--- config.mk ---
export PLATFORM = sky130hd
export DESIGN_NAME = eth_mac_rx_config_stats
export DESIGN_NICKNAME = d
export VERILOG_FILES = /design/src/core/eth_mac_pkg.sv /design/src/core/eth_mac_rx_config_stats.sv /design/src/core/rx_crc32.sv
export VERILOG_INCLUDE_DIRS = /design/src /design/src/core
export SDC_FILE = /design/constraint.sdc
export NUM_CORES = 1
export LEC_CHECK = 0
export ABC_AREA = 1
export BUFFER_PORTS_ARGS = -buffer_cell sky130_fd_sc_hd__buf_2
export CORE_MARGIN = 5
export CORE_UTILIZATION = 57
export CTS_BUF_LIST = sky130_fd_sc_hd__clkbuf_8
export DETAILED_ROUTE_END_ITERATION = 6
export PLACE_DENSITY = 0.75
export SLEW_MARGIN = 30
export SYNTH_ARGS = -nofsm -noshare
export SYNTH_HDL_FRONTEND = slang
export SYNTH_SLANG_ARGS = --single-unit
--- constraint.sdc ---
create_clock -name mclk -period 7.4 [get_ports mclk]
set_input_delay 0.74 -clock mclk [delete_from_list [all_inputs] [get_ports mclk]]
set_output_delay 0.74 -clock mclk [all_outputs]
set_load 0.02 [all_outputs]
--- src/core/eth_mac_defines.svh ---
// Register offsets, field positions, reset values and frame constants of the receive slice
`ifndef ETH_MAC_DEFINES_SVH
`define ETH_MAC_DEFINES_SVH

// ****************************************
// Register offsets
// ****************************************
`define OFS_NET_CFG 12'h004
`define OFS_PHY_SEL 12'h00C
`define OFS_RX_STATUS 12'h010
`define OFS_FCS_ERR_CNT 12'h014
`define OFS_GAP_STRETCH 12'h018
`define OFS_CNT_256_511 12'h174

// ****************************************
// Reset values and write masks
// ****************************************
`define NET_CFG_RESET 32'h0008_0000
`define NET_CFG_WMASK 32'h77FF_F1FF
`define PHY_SEL_RESET 1'b0
`define GAP_STRETCH_RESET 12'h000

// ****************************************
// Field positions
// ****************************************
`define CFG_IGN_IDLE_ERR 30
`define CFG_BAD_PREAMBLE 29
`define CFG_GAP_STRETCH 28
`define CFG_IGN_FCS 26
`define CFG_HD_RX 25
`define CFG_FULL_DUPLEX 1
`define STAT_IDLE_ERR 0
`define STAT_LAST_FCS_BAD 1

// ****************************************
// Frame constants
// ****************************************
`define MIN_IPG_BITS 16'h0060
`define STAT_LEN_MIN 14'h0100
`define STAT_LEN_MAX 14'h01FF
`define LEN_MAX 14'h3FFF
`define PREAMBLE_NIBBLES 4'hF
`define NIB_PREAMBLE 4'h5
`define NIB_SFD 4'hD
`define PAUSE_HEADER 32'h8808_0001
`define HDR_FIRST 14'h000C
`define HDR_LAST 14'h000F
`define CRC_INIT 32'hFFFF_FFFF
`define CRC_POLY 32'hEDB8_8320
`define CRC_RESIDUE 32'hDEBB_20E3

`endif

--- src/core/eth_mac_pkg.sv ---
// Types shared by the receive slice
`default_nettype none
package eth_mac_pkg;

	// ****************************************
	// Link pins, frame report and receive states
	// ****************************************
	typedef struct packed {
		logic clk;
		logic dv;
		logic er;
		logic [3:0] rxd;
	} phy_rx_type;

	typedef struct packed {
		logic [13:0] length;
		logic fcs_bad;
		logic preamble_bad;
		logic rx_err;
		logic pause;
		logic accepted;
	} rx_status_type;

	typedef enum logic [3:0] {
		ST_IDLE = 4'b0001,
		ST_PRE = 4'b0010,
		ST_DATA = 4'b0100,
		ST_DROP = 4'b1000
	} rx_state_type;

endpackage
`default_nettype wire

--- src/core/eth_mac_rx_config_stats.sv ---
// Receive acceptance, interface select, gap stretch and 256-511 byte statistics
`timescale 1ns/1ps
`default_nettype none
`include "eth_mac_defines.svh"

module eth_mac_rx_config_stats (
	// Clock and reset
	input wire logic mclk,
	input wire logic srst,
	// Register port
	input wire logic [11:0] reg_addr,
	input wire logic [31:0] reg_wdata,
	input wire logic reg_wr,
	input wire logic reg_rd,
	output logic [31:0] reg_rdata,
	// PHY receive pins
	input wire eth_mac_pkg::phy_rx_type phy_rx,
	// Receive byte stream and frame report
	output logic [7:0] rx_byte,
	output logic rx_byte_valid,
	output logic frame_end,
	output eth_mac_pkg::rx_status_type rx_status,
	// Filter and DMA copy result
	input wire logic copy_done,
	input wire logic copy_ok,
	input wire logic filter_pass,
	// Transmitter side
	input wire logic tx_active,
	input wire logic tx_frame_end,
	input wire logic [13:0] tx_frame_len,
	output logic [15:0] ipg_bits
);
	import eth_mac_pkg::*;

	// ****************************************
	// Registers
	// ****************************************
	logic [31:0] net_cfg_reg;
	logic mii_sel_reg;
	logic [11:0] stretch_reg;
	logic [31:0] fcs_err_cnt_reg;
	logic [31:0] cnt_256_511_reg;
	logic idle_err_reg;
	logic last_fcs_bad_reg;
	logic [31:0] rdata_next;

	logic ign_idle_err;
	logic accept_bad_pre;
	logic gap_en;
	logic ign_fcs;
	logic hd_rx_en;
	logic full_duplex;

	assign ign_idle_err = net_cfg_reg[`CFG_IGN_IDLE_ERR];
	assign accept_bad_pre = net_cfg_reg[`CFG_BAD_PREAMBLE];
	assign gap_en = net_cfg_reg[`CFG_GAP_STRETCH];
	assign ign_fcs = net_cfg_reg[`CFG_IGN_FCS];
	assign hd_rx_en = net_cfg_reg[`CFG_HD_RX];
	assign full_duplex = net_cfg_reg[`CFG_FULL_DUPLEX];

	always_ff @(posedge mclk) begin
		if (srst) begin
			net_cfg_reg <= `NET_CFG_RESET;
			mii_sel_reg <= `PHY_SEL_RESET;
			stretch_reg <= `GAP_STRETCH_RESET;
		end else if (reg_wr) begin
			case (reg_addr)
				`OFS_NET_CFG: net_cfg_reg <= reg_wdata & `NET_CFG_WMASK;
				`OFS_PHY_SEL: mii_sel_reg <= reg_wdata[0];
				`OFS_GAP_STRETCH: stretch_reg <= reg_wdata[11:0];
				default: ;
			endcase
		end
	end

	always_comb begin
		rdata_next = 32'h0000_0000;
		case (reg_addr)
			`OFS_NET_CFG: rdata_next = net_cfg_reg;
			`OFS_PHY_SEL: rdata_next = {31'h0000_0000, mii_sel_reg};
			`OFS_RX_STATUS: rdata_next = {30'h0000_0000, last_fcs_bad_reg, idle_err_reg};
			`OFS_FCS_ERR_CNT: rdata_next = fcs_err_cnt_reg;
			`OFS_GAP_STRETCH: rdata_next = {20'h0_0000, stretch_reg};
			`OFS_CNT_256_511: rdata_next = cnt_256_511_reg;
			default: rdata_next = 32'h0000_0000;
		endcase
	end

	// Data only in the cycle after the read strobe
	always_ff @(posedge mclk) begin
		if (srst) begin
			reg_rdata <= 32'h0000_0000;
		end else begin
			reg_rdata <= reg_rd ? rdata_next : 32'h0000_0000;
		end
	end

	// ****************************************
	// Pin synchroniser and link clock edge
	// ****************************************
	phy_rx_type rx_s1;
	phy_rx_type rx_s2;
	logic clk_s3;
	logic dv_s3;
	logic clk_rise;
	logic dv_fall;
	logic err_eff;

	always_ff @(posedge mclk) begin
		if (srst) begin
			rx_s1 <= '0;
			rx_s2 <= '0;
			clk_s3 <= 1'b0;
			dv_s3 <= 1'b0;
		end else begin
			rx_s1 <= phy_rx;
			rx_s2 <= rx_s1;
			clk_s3 <= rx_s2.clk;
			dv_s3 <= rx_s2.dv;
		end
	end

	assign clk_rise = rx_s2.clk & ~clk_s3;
	assign dv_fall = ~rx_s2.dv & dv_s3;
	// Outside a frame the error pin only counts when not ignored
	assign err_eff = rx_s2.er & (rx_s2.dv | ~ign_idle_err);

	// ****************************************
	// Nibble assembly
	// ****************************************
	// RMII dibits pair low first; only the 10 Mb/s rate is reachable at this sample clock
	logic half_reg;
	logic [1:0] lo_dibit_reg;
	logic [3:0] nib_reg;
	logic nib_valid;

	always_ff @(posedge mclk) begin
		if (srst) begin
			half_reg <= 1'b0;
			lo_dibit_reg <= 2'b00;
			nib_reg <= 4'h0;
			nib_valid <= 1'b0;
		end else begin
			nib_valid <= 1'b0;
			if (clk_rise) begin
				if (!rx_s2.dv) begin
					half_reg <= 1'b0;
				end else if (mii_sel_reg) begin
					nib_reg <= rx_s2.rxd;
					nib_valid <= 1'b1;
				end else if (!half_reg) begin
					lo_dibit_reg <= rx_s2.rxd[1:0];
					half_reg <= 1'b1;
				end else begin
					nib_reg <= {rx_s2.rxd[1:0], lo_dibit_reg};
					nib_valid <= 1'b1;
					half_reg <= 1'b0;
				end
			end
		end
	end

	// ****************************************
	// Frame state machine
	// ****************************************
	rx_state_type state_reg;
	logic [3:0] pre_cnt_reg;
	logic pre_bad_reg;
	logic frame_err_reg;
	logic carrier_err_reg;
	logic blocked_reg;
	logic nib_phase_reg;
	logic [3:0] lo_nib_reg;
	logic [13:0] len_reg;
	logic [31:0] hdr_reg;
	logic [31:0] crc_value;
	logic crc_start;
	logic tx_blocks;
	logic fcs_bad;
	logic pre_bad_now;

	assign tx_blocks = ~full_duplex & tx_active & ~hd_rx_en;
	assign fcs_bad = crc_value != `CRC_RESIDUE;
	assign pre_bad_now = pre_bad_reg | (pre_cnt_reg != `PREAMBLE_NIBBLES);
	assign crc_start = (state_reg == ST_IDLE);

	always_ff @(posedge mclk) begin
		if (srst) begin
			state_reg <= ST_IDLE;
			pre_cnt_reg <= 4'h0;
			pre_bad_reg <= 1'b0;
			frame_err_reg <= 1'b0;
			blocked_reg <= 1'b0;
			nib_phase_reg <= 1'b0;
			lo_nib_reg <= 4'h0;
			len_reg <= 14'h0000;
			hdr_reg <= 32'h0000_0000;
			rx_byte <= 8'h00;
			rx_byte_valid <= 1'b0;
			frame_end <= 1'b0;
			rx_status <= '0;
		end else begin
			rx_byte_valid <= 1'b0;
			frame_end <= 1'b0;
			if (rx_s2.dv && err_eff) begin
				frame_err_reg <= 1'b1;
			end
			if (tx_blocks && state_reg != ST_IDLE) begin
				blocked_reg <= 1'b1;
			end
			case (state_reg)
				ST_IDLE: begin
					if (rx_s2.dv) begin
						state_reg <= ST_PRE;
						pre_cnt_reg <= 4'h0;
						pre_bad_reg <= 1'b0;
						frame_err_reg <= carrier_err_reg | err_eff;
						blocked_reg <= tx_blocks;
						nib_phase_reg <= 1'b0;
						len_reg <= 14'h0000;
						hdr_reg <= 32'h0000_0000;
					end
				end
				ST_PRE: begin
					if (dv_fall) begin
						state_reg <= ST_IDLE;
					end else if (nib_valid && nib_reg == `NIB_SFD) begin
						if ((pre_bad_now && !accept_bad_pre) || blocked_reg || tx_blocks) begin
							state_reg <= ST_DROP;
						end else begin
							state_reg <= ST_DATA;
							pre_bad_reg <= pre_bad_now;
						end
					end else if (nib_valid) begin
						if (nib_reg != `NIB_PREAMBLE) begin
							pre_bad_reg <= 1'b1;
						end
						if (pre_cnt_reg != 4'hF) begin
							pre_cnt_reg <= pre_cnt_reg + 4'h1;
						end
					end
				end
				ST_DATA: begin
					if (dv_fall) begin
						state_reg <= ST_IDLE;
						frame_end <= 1'b1;
						rx_status.length <= len_reg;
						rx_status.fcs_bad <= fcs_bad;
						rx_status.preamble_bad <= pre_bad_reg;
						rx_status.rx_err <= frame_err_reg;
						rx_status.pause <= (len_reg > `HDR_LAST) && (hdr_reg == `PAUSE_HEADER);
						// Bad CRC frames kept only when software asks for it
						rx_status.accepted <= ~blocked_reg & ~frame_err_reg &
							(~fcs_bad | ign_fcs);
					end else if (nib_valid) begin
						if (!nib_phase_reg) begin
							lo_nib_reg <= nib_reg;
							nib_phase_reg <= 1'b1;
						end else begin
							nib_phase_reg <= 1'b0;
							rx_byte <= {nib_reg, lo_nib_reg};
							rx_byte_valid <= 1'b1;
							if (len_reg != `LEN_MAX) begin
								len_reg <= len_reg + 14'h0001;
							end
							if (len_reg >= `HDR_FIRST && len_reg <= `HDR_LAST) begin
								hdr_reg <= {hdr_reg[23:0], nib_reg, lo_nib_reg};
							end
						end
					end
				end
				ST_DROP: begin
					if (!rx_s2.dv) begin
						state_reg <= ST_IDLE;
					end
				end
				default: state_reg <= ST_IDLE;
			endcase
		end
	end

	rx_crc32 u_crc (
		.mclk(mclk),
		.srst(srst),
		.start(crc_start),
		.byte_valid(rx_byte_valid),
		.byte_data(rx_byte),
		.crc_value(crc_value)
	);

	// ****************************************
	// Status and error statistics
	// ****************************************
	// Error with data valid low spoils the next frame too
	always_ff @(posedge mclk) begin
		if (srst) begin
			idle_err_reg <= 1'b0;
			carrier_err_reg <= 1'b0;
		end else begin
			if (!rx_s2.dv && err_eff) begin
				idle_err_reg <= 1'b1;
				carrier_err_reg <= 1'b1;
			end else begin
				if (reg_wr && reg_addr == `OFS_RX_STATUS && reg_wdata[`STAT_IDLE_ERR]) begin
					idle_err_reg <= 1'b0;
				end
				if (state_reg == ST_PRE) begin
					carrier_err_reg <= 1'b0;
				end
			end
		end
	end

	// Counted whether or not the bad frame was kept
	always_ff @(posedge mclk) begin
		if (srst) begin
			fcs_err_cnt_reg <= 32'h0000_0000;
			last_fcs_bad_reg <= 1'b0;
		end else if (frame_end) begin
			last_fcs_bad_reg <= rx_status.fcs_bad;
			if (rx_status.fcs_bad) begin
				fcs_err_cnt_reg <= fcs_err_cnt_reg + 32'h0000_0001;
			end
		end
	end

	// ****************************************
	// 256 to 511 byte counter
	// ****************************************
	logic pend_reg;
	logic stat_hit;

	assign stat_hit = rx_status.accepted & ~rx_status.fcs_bad & ~rx_status.rx_err &
		~rx_status.pause & (rx_status.length >= `STAT_LEN_MIN) &
		(rx_status.length <= `STAT_LEN_MAX);

	always_ff @(posedge mclk) begin
		if (srst) begin
			pend_reg <= 1'b0;
			cnt_256_511_reg <= 32'h0000_0000;
		end else begin
			if (copy_done && pend_reg && copy_ok && filter_pass) begin
				cnt_256_511_reg <= cnt_256_511_reg + 32'h0000_0001;
			end
			if (frame_end) begin
				pend_reg <= stat_hit;
			end else if (copy_done) begin
				pend_reg <= 1'b0;
			end
		end
	end

	// ****************************************
	// Transmit gap stretch
	// ****************************************
	// Gap is length times multiplier, shifted right, never under the minimum
	logic [21:0] stretch_prod;
	logic [21:0] stretch_bits;

	assign stretch_prod = tx_frame_len * stretch_reg[7:0];
	assign stretch_bits = stretch_prod >> stretch_reg[11:8];

	always_ff @(posedge mclk) begin
		if (srst) begin
			ipg_bits <= `MIN_IPG_BITS;
		end else if (tx_frame_end) begin
			if (!gap_en || stretch_bits[15:0] < `MIN_IPG_BITS && stretch_bits[21:16] == 6'h00) begin
				ipg_bits <= `MIN_IPG_BITS;
			end else if (stretch_bits[21:16] != 6'h00) begin
				ipg_bits <= 16'hFFFF;
			end else begin
				ipg_bits <= stretch_bits[15:0];
			end
		end
	end
endmodule // eth_mac_rx_config_stats
`default_nettype wire

--- src/core/rx_crc32.sv ---
// Byte-wide running CRC-32 over a received frame
`timescale 1ns/1ps
`default_nettype none
`include "eth_mac_defines.svh"

module rx_crc32 (
	// Clock and reset
	input wire logic mclk,
	input wire logic srst,
	// Byte stream
	input wire logic start,
	input wire logic byte_valid,
	input wire logic [7:0] byte_data,
	// Running value
	output logic [31:0] crc_value
);

	logic [31:0] crc_next;

	always_comb begin
		crc_next = crc_value ^ {24'h00_0000, byte_data};
		for (int i = 0; i < 8; i++) begin
			crc_next = crc_next[0] ? ((crc_next >> 1) ^ `CRC_POLY) : (crc_next >> 1);
		end
	end

	always_ff @(posedge mclk) begin
		if (srst || start) begin
			crc_value <= `CRC_INIT;
		end else if (byte_valid) begin
			crc_value <= crc_next;
		end
	end

endmodule // rx_crc32
`default_nettype wire

After elaboration in Yosys (flattened, before gate mapping)
Cells that the tools add are included.
W data, S select, Z words.
{"block": "totals", "in_bits": 74, "wordCells": 250, "output_inout_bits": 77, "register_bits": 303}
{"block": "op_classes", "add_sub_neg": 4, "eq_ne": 34, "shifts": 1, "order_cmp": 6, "bitwise": 44, "multipliers": 1, "mux": 68, "reduce_logical": 48}
{"cell": "$mux W32", "n": 13}
{"cell": "$pmux W32 S6", "n": 1}
{"cell": "$not A13 Y14", "n": 8}
{"cell": "$mux W14", "n": 5}
{"cell": "$add A32 B1 Y32 const B", "n": 2}
{"cell": "$pmux W32 S2", "n": 1}
{"cell": "$mux W4", "n": 13}
{"cell": "$eq A12 B5 Y1 const B", "n": 3}
{"cell": "$eq A32 B32 Y1 const B", "n": 1}
{"cell": "$mux W16", "n": 2}
{"cell": "$ne A32 B32 Y1 const B", "n": 1}
{"cell": "$xor A32 B8 Y32", "n": 1}
{"cell": "$mux W1", "n": 28}
{"cell": "$pmux W14 S2", "n": 1}
{"cell": "$ne A2 B2 Y1 const B", "n": 13}
{"cell": "$reduce_and A6 Y1", "n": 4}
{"cell": "$mul A14 B8 Y22", "n": 1}
{"cell": "$shr A22 B4 Y22", "n": 1}
{"cell": "$reduce_and A4 Y1", "n": 5}
{"cell": "$not A1 Y1", "n": 19}
{"cell": "$lt A16 B7 Y1 const B", "n": 1}
{"cell": "$pmux W4 S4", "n": 1}
{"cell": "$add A14 B1 Y14 const B", "n": 1}
{"cell": "$ge A14 B4 Y1 const B", "n": 1}
{"cell": "other kinds (32)", "n": 79}

Logic depth before layout (Yosys ltp)
{"block": "depth", "word_depth": 17, "depth_mapped": 35, "depth_no_buf": 32}

By module
A second synthesis with hierarchy kept.
{"block": "unflattened", "cells_unflattened": 2702, "hier_area_um2": 18630.4}
{"mod": "eth_mac_rx_config_stats", "n_inst": 1, "area_per_inst_um2": 16425.8, "seq_area_each_um2": 5425.2, "cells_each": 2349}
{"mod": "rx_crc32", "n_inst": 1, "area_per_inst_um2": 2204.6, "seq_area_each_um2": 640.6, "cells_each": 353}

Least setup slack after synthesis
Ideal clock, no wire load.
{"block": "synth_path", "kind": "in2reg", "from": "input tx_frame_len[0]", "to": "register ipg_bits[3]", "cell_stages": 27, "required_ps": 7268, "slack_ps": 2067, "path_buffers": 2, "setup_time_ps": 132, "arrival_ps": 5201, "path_cell_list": "clkbuf_1 > nand2_1 > fa_1 > fa_1 > inv_1 > fa_1 > inv_1 > fa_1 > inv_1 > ha_1 > nand2_1 > nand2_1 > a21oi_1 > nand2_1 > nand2_2 > nand3_1 > nand3_1 > nand3_1 > nand3_1 > nand3_1 > nand2_1 > nand3_2 > nor2_4 > nand3_4 > buf_12 > nand3_1 > a21oi_1"}
{"block": "synth_between", "elab_chain_len": 6, "word_cells_on_any_way": 9, "classes_between": "1 x mul; 1 x order compare; 1 x shift; 2 x mux; 4 x reduce/logical"}
{"element": "from (decl)", "line": "eth_mac_rx_config_stats.sv:30", "source": "input wire logic [13:0] tx_frame_len,"}
{"element": "$mul A14 B8 Y22 (*)", "line": "eth_mac_rx_config_stats.sv:360", "source": "assign stretch_prod = tx_frame_len * stretch_reg[7:0];"}
{"element": "$shr A22 B4 Y22 (*)", "line": "eth_mac_rx_config_stats.sv:361", "source": "assign stretch_bits = stretch_prod >> stretch_reg[11:8];"}
{"element": "$lt A16 B7 Y1 (no source line) or $logic_not A6 Y1 (tied branches)"}
{"element": "$logic_and A1 B1 Y1", "line": "eth_mac_rx_config_stats.sv:367", "source": "if (!gap_en || stretch_bits[15:0] < `MIN_IPG_BITS && stretch_bits[21:16] == 6'h00) begin"}
{"element": "$logic_or A1 B1 Y1", "line": "eth_mac_rx_config_stats.sv:367"}
{"element": "$mux W16 (*)", "line": "eth_mac_rx_config_stats.sv:367"}
{"element": "to (signal assigned)", "line": "eth_mac_rx_config_stats.sv:365", "source": "ipg_bits <= `MIN_IPG_BITS;"}
{"element": "to (signal assigned)", "line": "eth_mac_rx_config_stats.sv:368", "source": "ipg_bits <= `MIN_IPG_BITS;"}
{"element": "to (signal assigned)", "line": "eth_mac_rx_config_stats.sv:372", "source": "ipg_bits <= stretch_bits[15:0];"}
{"element": "to (decl)", "line": "eth_mac_rx_config_stats.sv:31", "source": "output logic [15:0] ipg_bits"}
Mark *: on every way between the ends. The rest lies on a longest branch, timed or not.
A chain may end at the register's enable or synchronous reset.

Worst setup path in the final report
{"block": "layout_path", "from": "register stretch_reg[5]", "to": "register ipg_bits[5]"}
{"block": "layout_between", "elab_chain_len": 6, "word_cells_on_any_way": 9, "classes_between": "1 x mul; 1 x order compare; 1 x shift; 2 x mux; 4 x reduce/logical"}
{"element": "from (decl)", "line": "eth_mac_rx_config_stats.sv:40", "source": "logic [11:0] stretch_reg;"}
{"element": "from (signal assigned)", "line": "eth_mac_rx_config_stats.sv:65", "source": "stretch_reg <= `GAP_STRETCH_RESET;"}
{"element": "from (signal assigned)", "line": "eth_mac_rx_config_stats.sv:70", "source": "`OFS_GAP_STRETCH: stretch_reg <= reg_wdata[11:0];"}
{"element": "$mul A14 B8 Y22 (*)", "line": "eth_mac_rx_config_stats.sv:360"}
{"element": "$shr A22 B4 Y22 (*)", "line": "eth_mac_rx_config_stats.sv:361"}
{"element": "$lt A16 B7 Y1 (no source line) or $logic_not A6 Y1 (tied branches)"}
{"element": "$logic_and A1 B1 Y1", "line": "eth_mac_rx_config_stats.sv:367"}
{"element": "$logic_or A1 B1 Y1", "line": "eth_mac_rx_config_stats.sv:367"}
{"element": "$mux W16 (*)", "line": "eth_mac_rx_config_stats.sv:367"}
Marks and branches as above.

==> flow_metrics.py <==
metrics = {
    "outcome": {
        "status": "finished, final reports clean",
    },
    "run": {
        "max_cap_viol_count": 0,
    },
    "clock_network": {
        "cts_setup_buffers": 0,
        "cts_buffers": 50,
        "cts-resized-gates": 0,
        "clkSinkCount": 303,
        "cts_htree_levels": 2,
        "cts.path.max_buffers": 3,
        "cts_root_buffer": "clkbuf_8",
        "clk_pin_slew_ps": 70,
        "clk_latency_ps": 620,
        "tritoncts": "done",
        "postCtsHoldBufs": 0,
    },
    "critical_path": {
        "slowest_stage": "dfxtp_1",
        "crit_arrival_ps": 6350,
        "startpoint_type": "flop",
        "critPathKind": "reg -> reg",
        "crit_required_ps": 7910,
        "max_stage_delay_ps": 790,
        "timing.rr.end": "ipg_bits[5]",
        "r2r_cells": 27,
        "rrSetupSlack_ps": 1560,
        "path_max_fanout": 16,
        "cp_common_cell": "nand2_1",
        "r2r-start": "stretch_reg[5]",
        "setup.worst_path.end_class": "flop",
    },
    "route": {
        "post_drt_wl_per_cell_um": 15.3,
        "drc_errors": 0,
        "drt-vias-per-instance": 5.38,
        "drtAntennaViolNets": 0,
        "firstDrtPassIters": 5,
        "route.vias.total": 17400,
        "drt-initial-drc-count": 1547,
        "drt-total-wl_um": 49500,
    },
    "final_layout": {
        "final_common_cell": "nand2_1",
        "area_growth_pct": 11.9,
        "drive_gt1_share_pct": 12.4,
        "final_cell_mix": "nand2_1, inv_1, dfxtp_1, nor2_1, nand3_1",
        "fin_area_um2": 20900,
        "antenna_cells": 0,
        "fillCellCount": 2992,
        "nets": 2938,
    },
    "min_path": {
        "hold_start": "phy_rx[1]",
        "min_to": "rx_s1[1]",
        "min_path_cells": 3,
        "hold_path_class": "in -> reg",
    },
    "pwr": {
        "total_leakage_power_nw": 10.0,
        "peakVddDrop_mv": 0.196,
        "power.density_nw_per_um2": 175,
    },
    "placed_design": {
        "placed_area_um2": 19600,
        "gp_congestion": 0.923,
        "dpl.hpwl_um": 36400,
        "io_buffers": 148,
    },
    "sta": {
        "min_period_over_period_pct": 78.9,
        "skew_ps": 34.4,
        "worst_pin_slew_ps": 952,
        "finalSetupTns_ps": 0,
        "timing.hold.ws_ps": 330,
        "max_freq_ghz": 0.171,
        "finalMaxSlewViolations": 0,
        "hold_violations": 0,
        "relSlewSlack_pct": 36.5,
        "setup_viol": 0,
        "finalCriticalPeriod_ps": 5840,
        "rsz0062_at_grt": "false",
    },
    "yosys": {
        "synth_cells": 2646,
        "yosysSeqAreaShare_pct": 32.5,
        "synth-edff-count": 0,
        "yosys_warnings": 0,
        "synth_nets": 2839,
        "synth_async_sr_flop_share_pct": 0,
        "synth-seq-cells": 303,
        "synth_ff_type": "dfxtp_1",
        "synthTopCellsByArea": "dfxtp_1, nand2_1, inv_1, fa_1, nand3_1",
        "synth_top_area_share_pct": 32.5,
        "post-synth-top-area-cell": "dfxtp_1",
        "syn-cell-area_um2": 18700,
        "ys_types": 52,
        "syn_area_per_cell_um2": 7.05,
    },
    "grt": {
        "grt_pass1_wl_um": 81800,
        "grt_usage_pct": 26.9,
        "antenna_found_initial": 1,
        "grt_max_degree": 89,
        "overflow": 0,
        "grt_pass1_vias": 16400,
    },
    "floorplanning": {
        "core-area_um2": 32500,
        "pin_count": 151,
        "dieArea_um2": 36400,
        "die_h_um": 191,
        "start_util_pct": 57.5,
        "die_x_um": 191,
        "rows": 66,
    },
}
## report_power, final
part | internal, mW | total, mW | switching (mW)
Sequential | 1.65 | 1.65 | 0.00773
Combinational | 0.0385 | 0.136 | 0.0973
Clock | 1.16 | 1.87 | 0.708
## worst max-delay path: cells and delay by family (launching register included)
family / cells / cell delay (ps)
buf+inv: 4 / 260
flops: 1 / 790
simple gates: 16 / 1930
fa+ha+maj: 5 / 2460
compound gates: 2 / 300
## worst max-delay path by stage
stage,from,to,slack [ps]
2_1_floorplan,tx_frame_len[0],ipg_bits[3],2070
3_3_place_gp,tx_frame_len[7],ipg_bits[2],1570
3_5_place_dp,tx_frame_len[3],ipg_bits[5],1460
4_1_cts,stretch_reg[7],ipg_bits[13],1590
5_1_grt,stretch_reg[5],ipg_bits[6],1050
6_report,stretch_reg[5],ipg_bits[5],1560
## per-stage QoR
stage	utilization, %	total power, mW	instances	setup slack [ps]
global route	64.3	3.79	3229	1050
floorplan	-	1.77	2646	2070
CTS	64.3	3.69	3229	1590
finish	64.3	3.66	3229	1560
detailed placement	60.3	1.82	3135	1460
global placement	60.3	1.82	3135	1570
## synth_stat cells, types with 3 or more instances
cell type and number:
a211oi_1 22, a21oi_1 193, a221oi_1 7, a31oi_1 6, buf_1 7, buf_2 14, clkbuf_1 82, clkbuf_2 5
clkinv_1 5, dfxtp_1 303, fa_1 72, ha_1 47, inv_1 445, inv_2 9, mux2i_1 3, nand2_1 535
nand2_2 16, nand3_1 196, nand3_2 40, nand3b_1 7, nand4_1 32, nor2_1 208, nor2_2 6, nor2_4 4
nor3_1 51, nor3_2 6, nor3b_1 8, nor4_1 24, o211ai_1 27, o21a_1 7, o21ai_0 121, o21ai_1 3
o221ai_1 9, o22ai_1 18, or2_2 9, xnor2_1 17, xor2_1 63
## metal layers
metal | wire length (µm) | global-route usage, % | up-vias
met2 | 21300 | 40.3 | 588
met1 | 23500 | 40.2 | 8035
met5 | 20 | 0 | -
met4 | 1050 | 7.71 | 2
met3 | 3700 | 4.44 | 76
li1 | - | - | 8677
## cell families (layout without fill, tap and decap cells)
family                   after synthesis  in the layout  share of synthesized area [%]
XOR/XNOR                              80             80                           3.76
flip-flops                           303            303                           32.5
AO/OA/AOI/OAI                        419            419                           12.6
buffers and inverters                570            711                           11.7
multiplexers                           3              3                          0.161
adder cells (fa/ha/maj)              119            119                           10.9
AND/OR/NAND/NOR                     1152           1152                           28.4
## final cells by class
cell class	count	area, µm²	area share (%)
clock buffer	63	867	4.15
clock inverter	31	429	2.06
inverter	459	1720	8.25
multi-input combinational	1773	10400	49.9
sequential	303	6070	29.1
tap	442	553	2.65
timing repair buffer	158	818	3.92
Note: power is estimated with default switching activity, not from simulation.
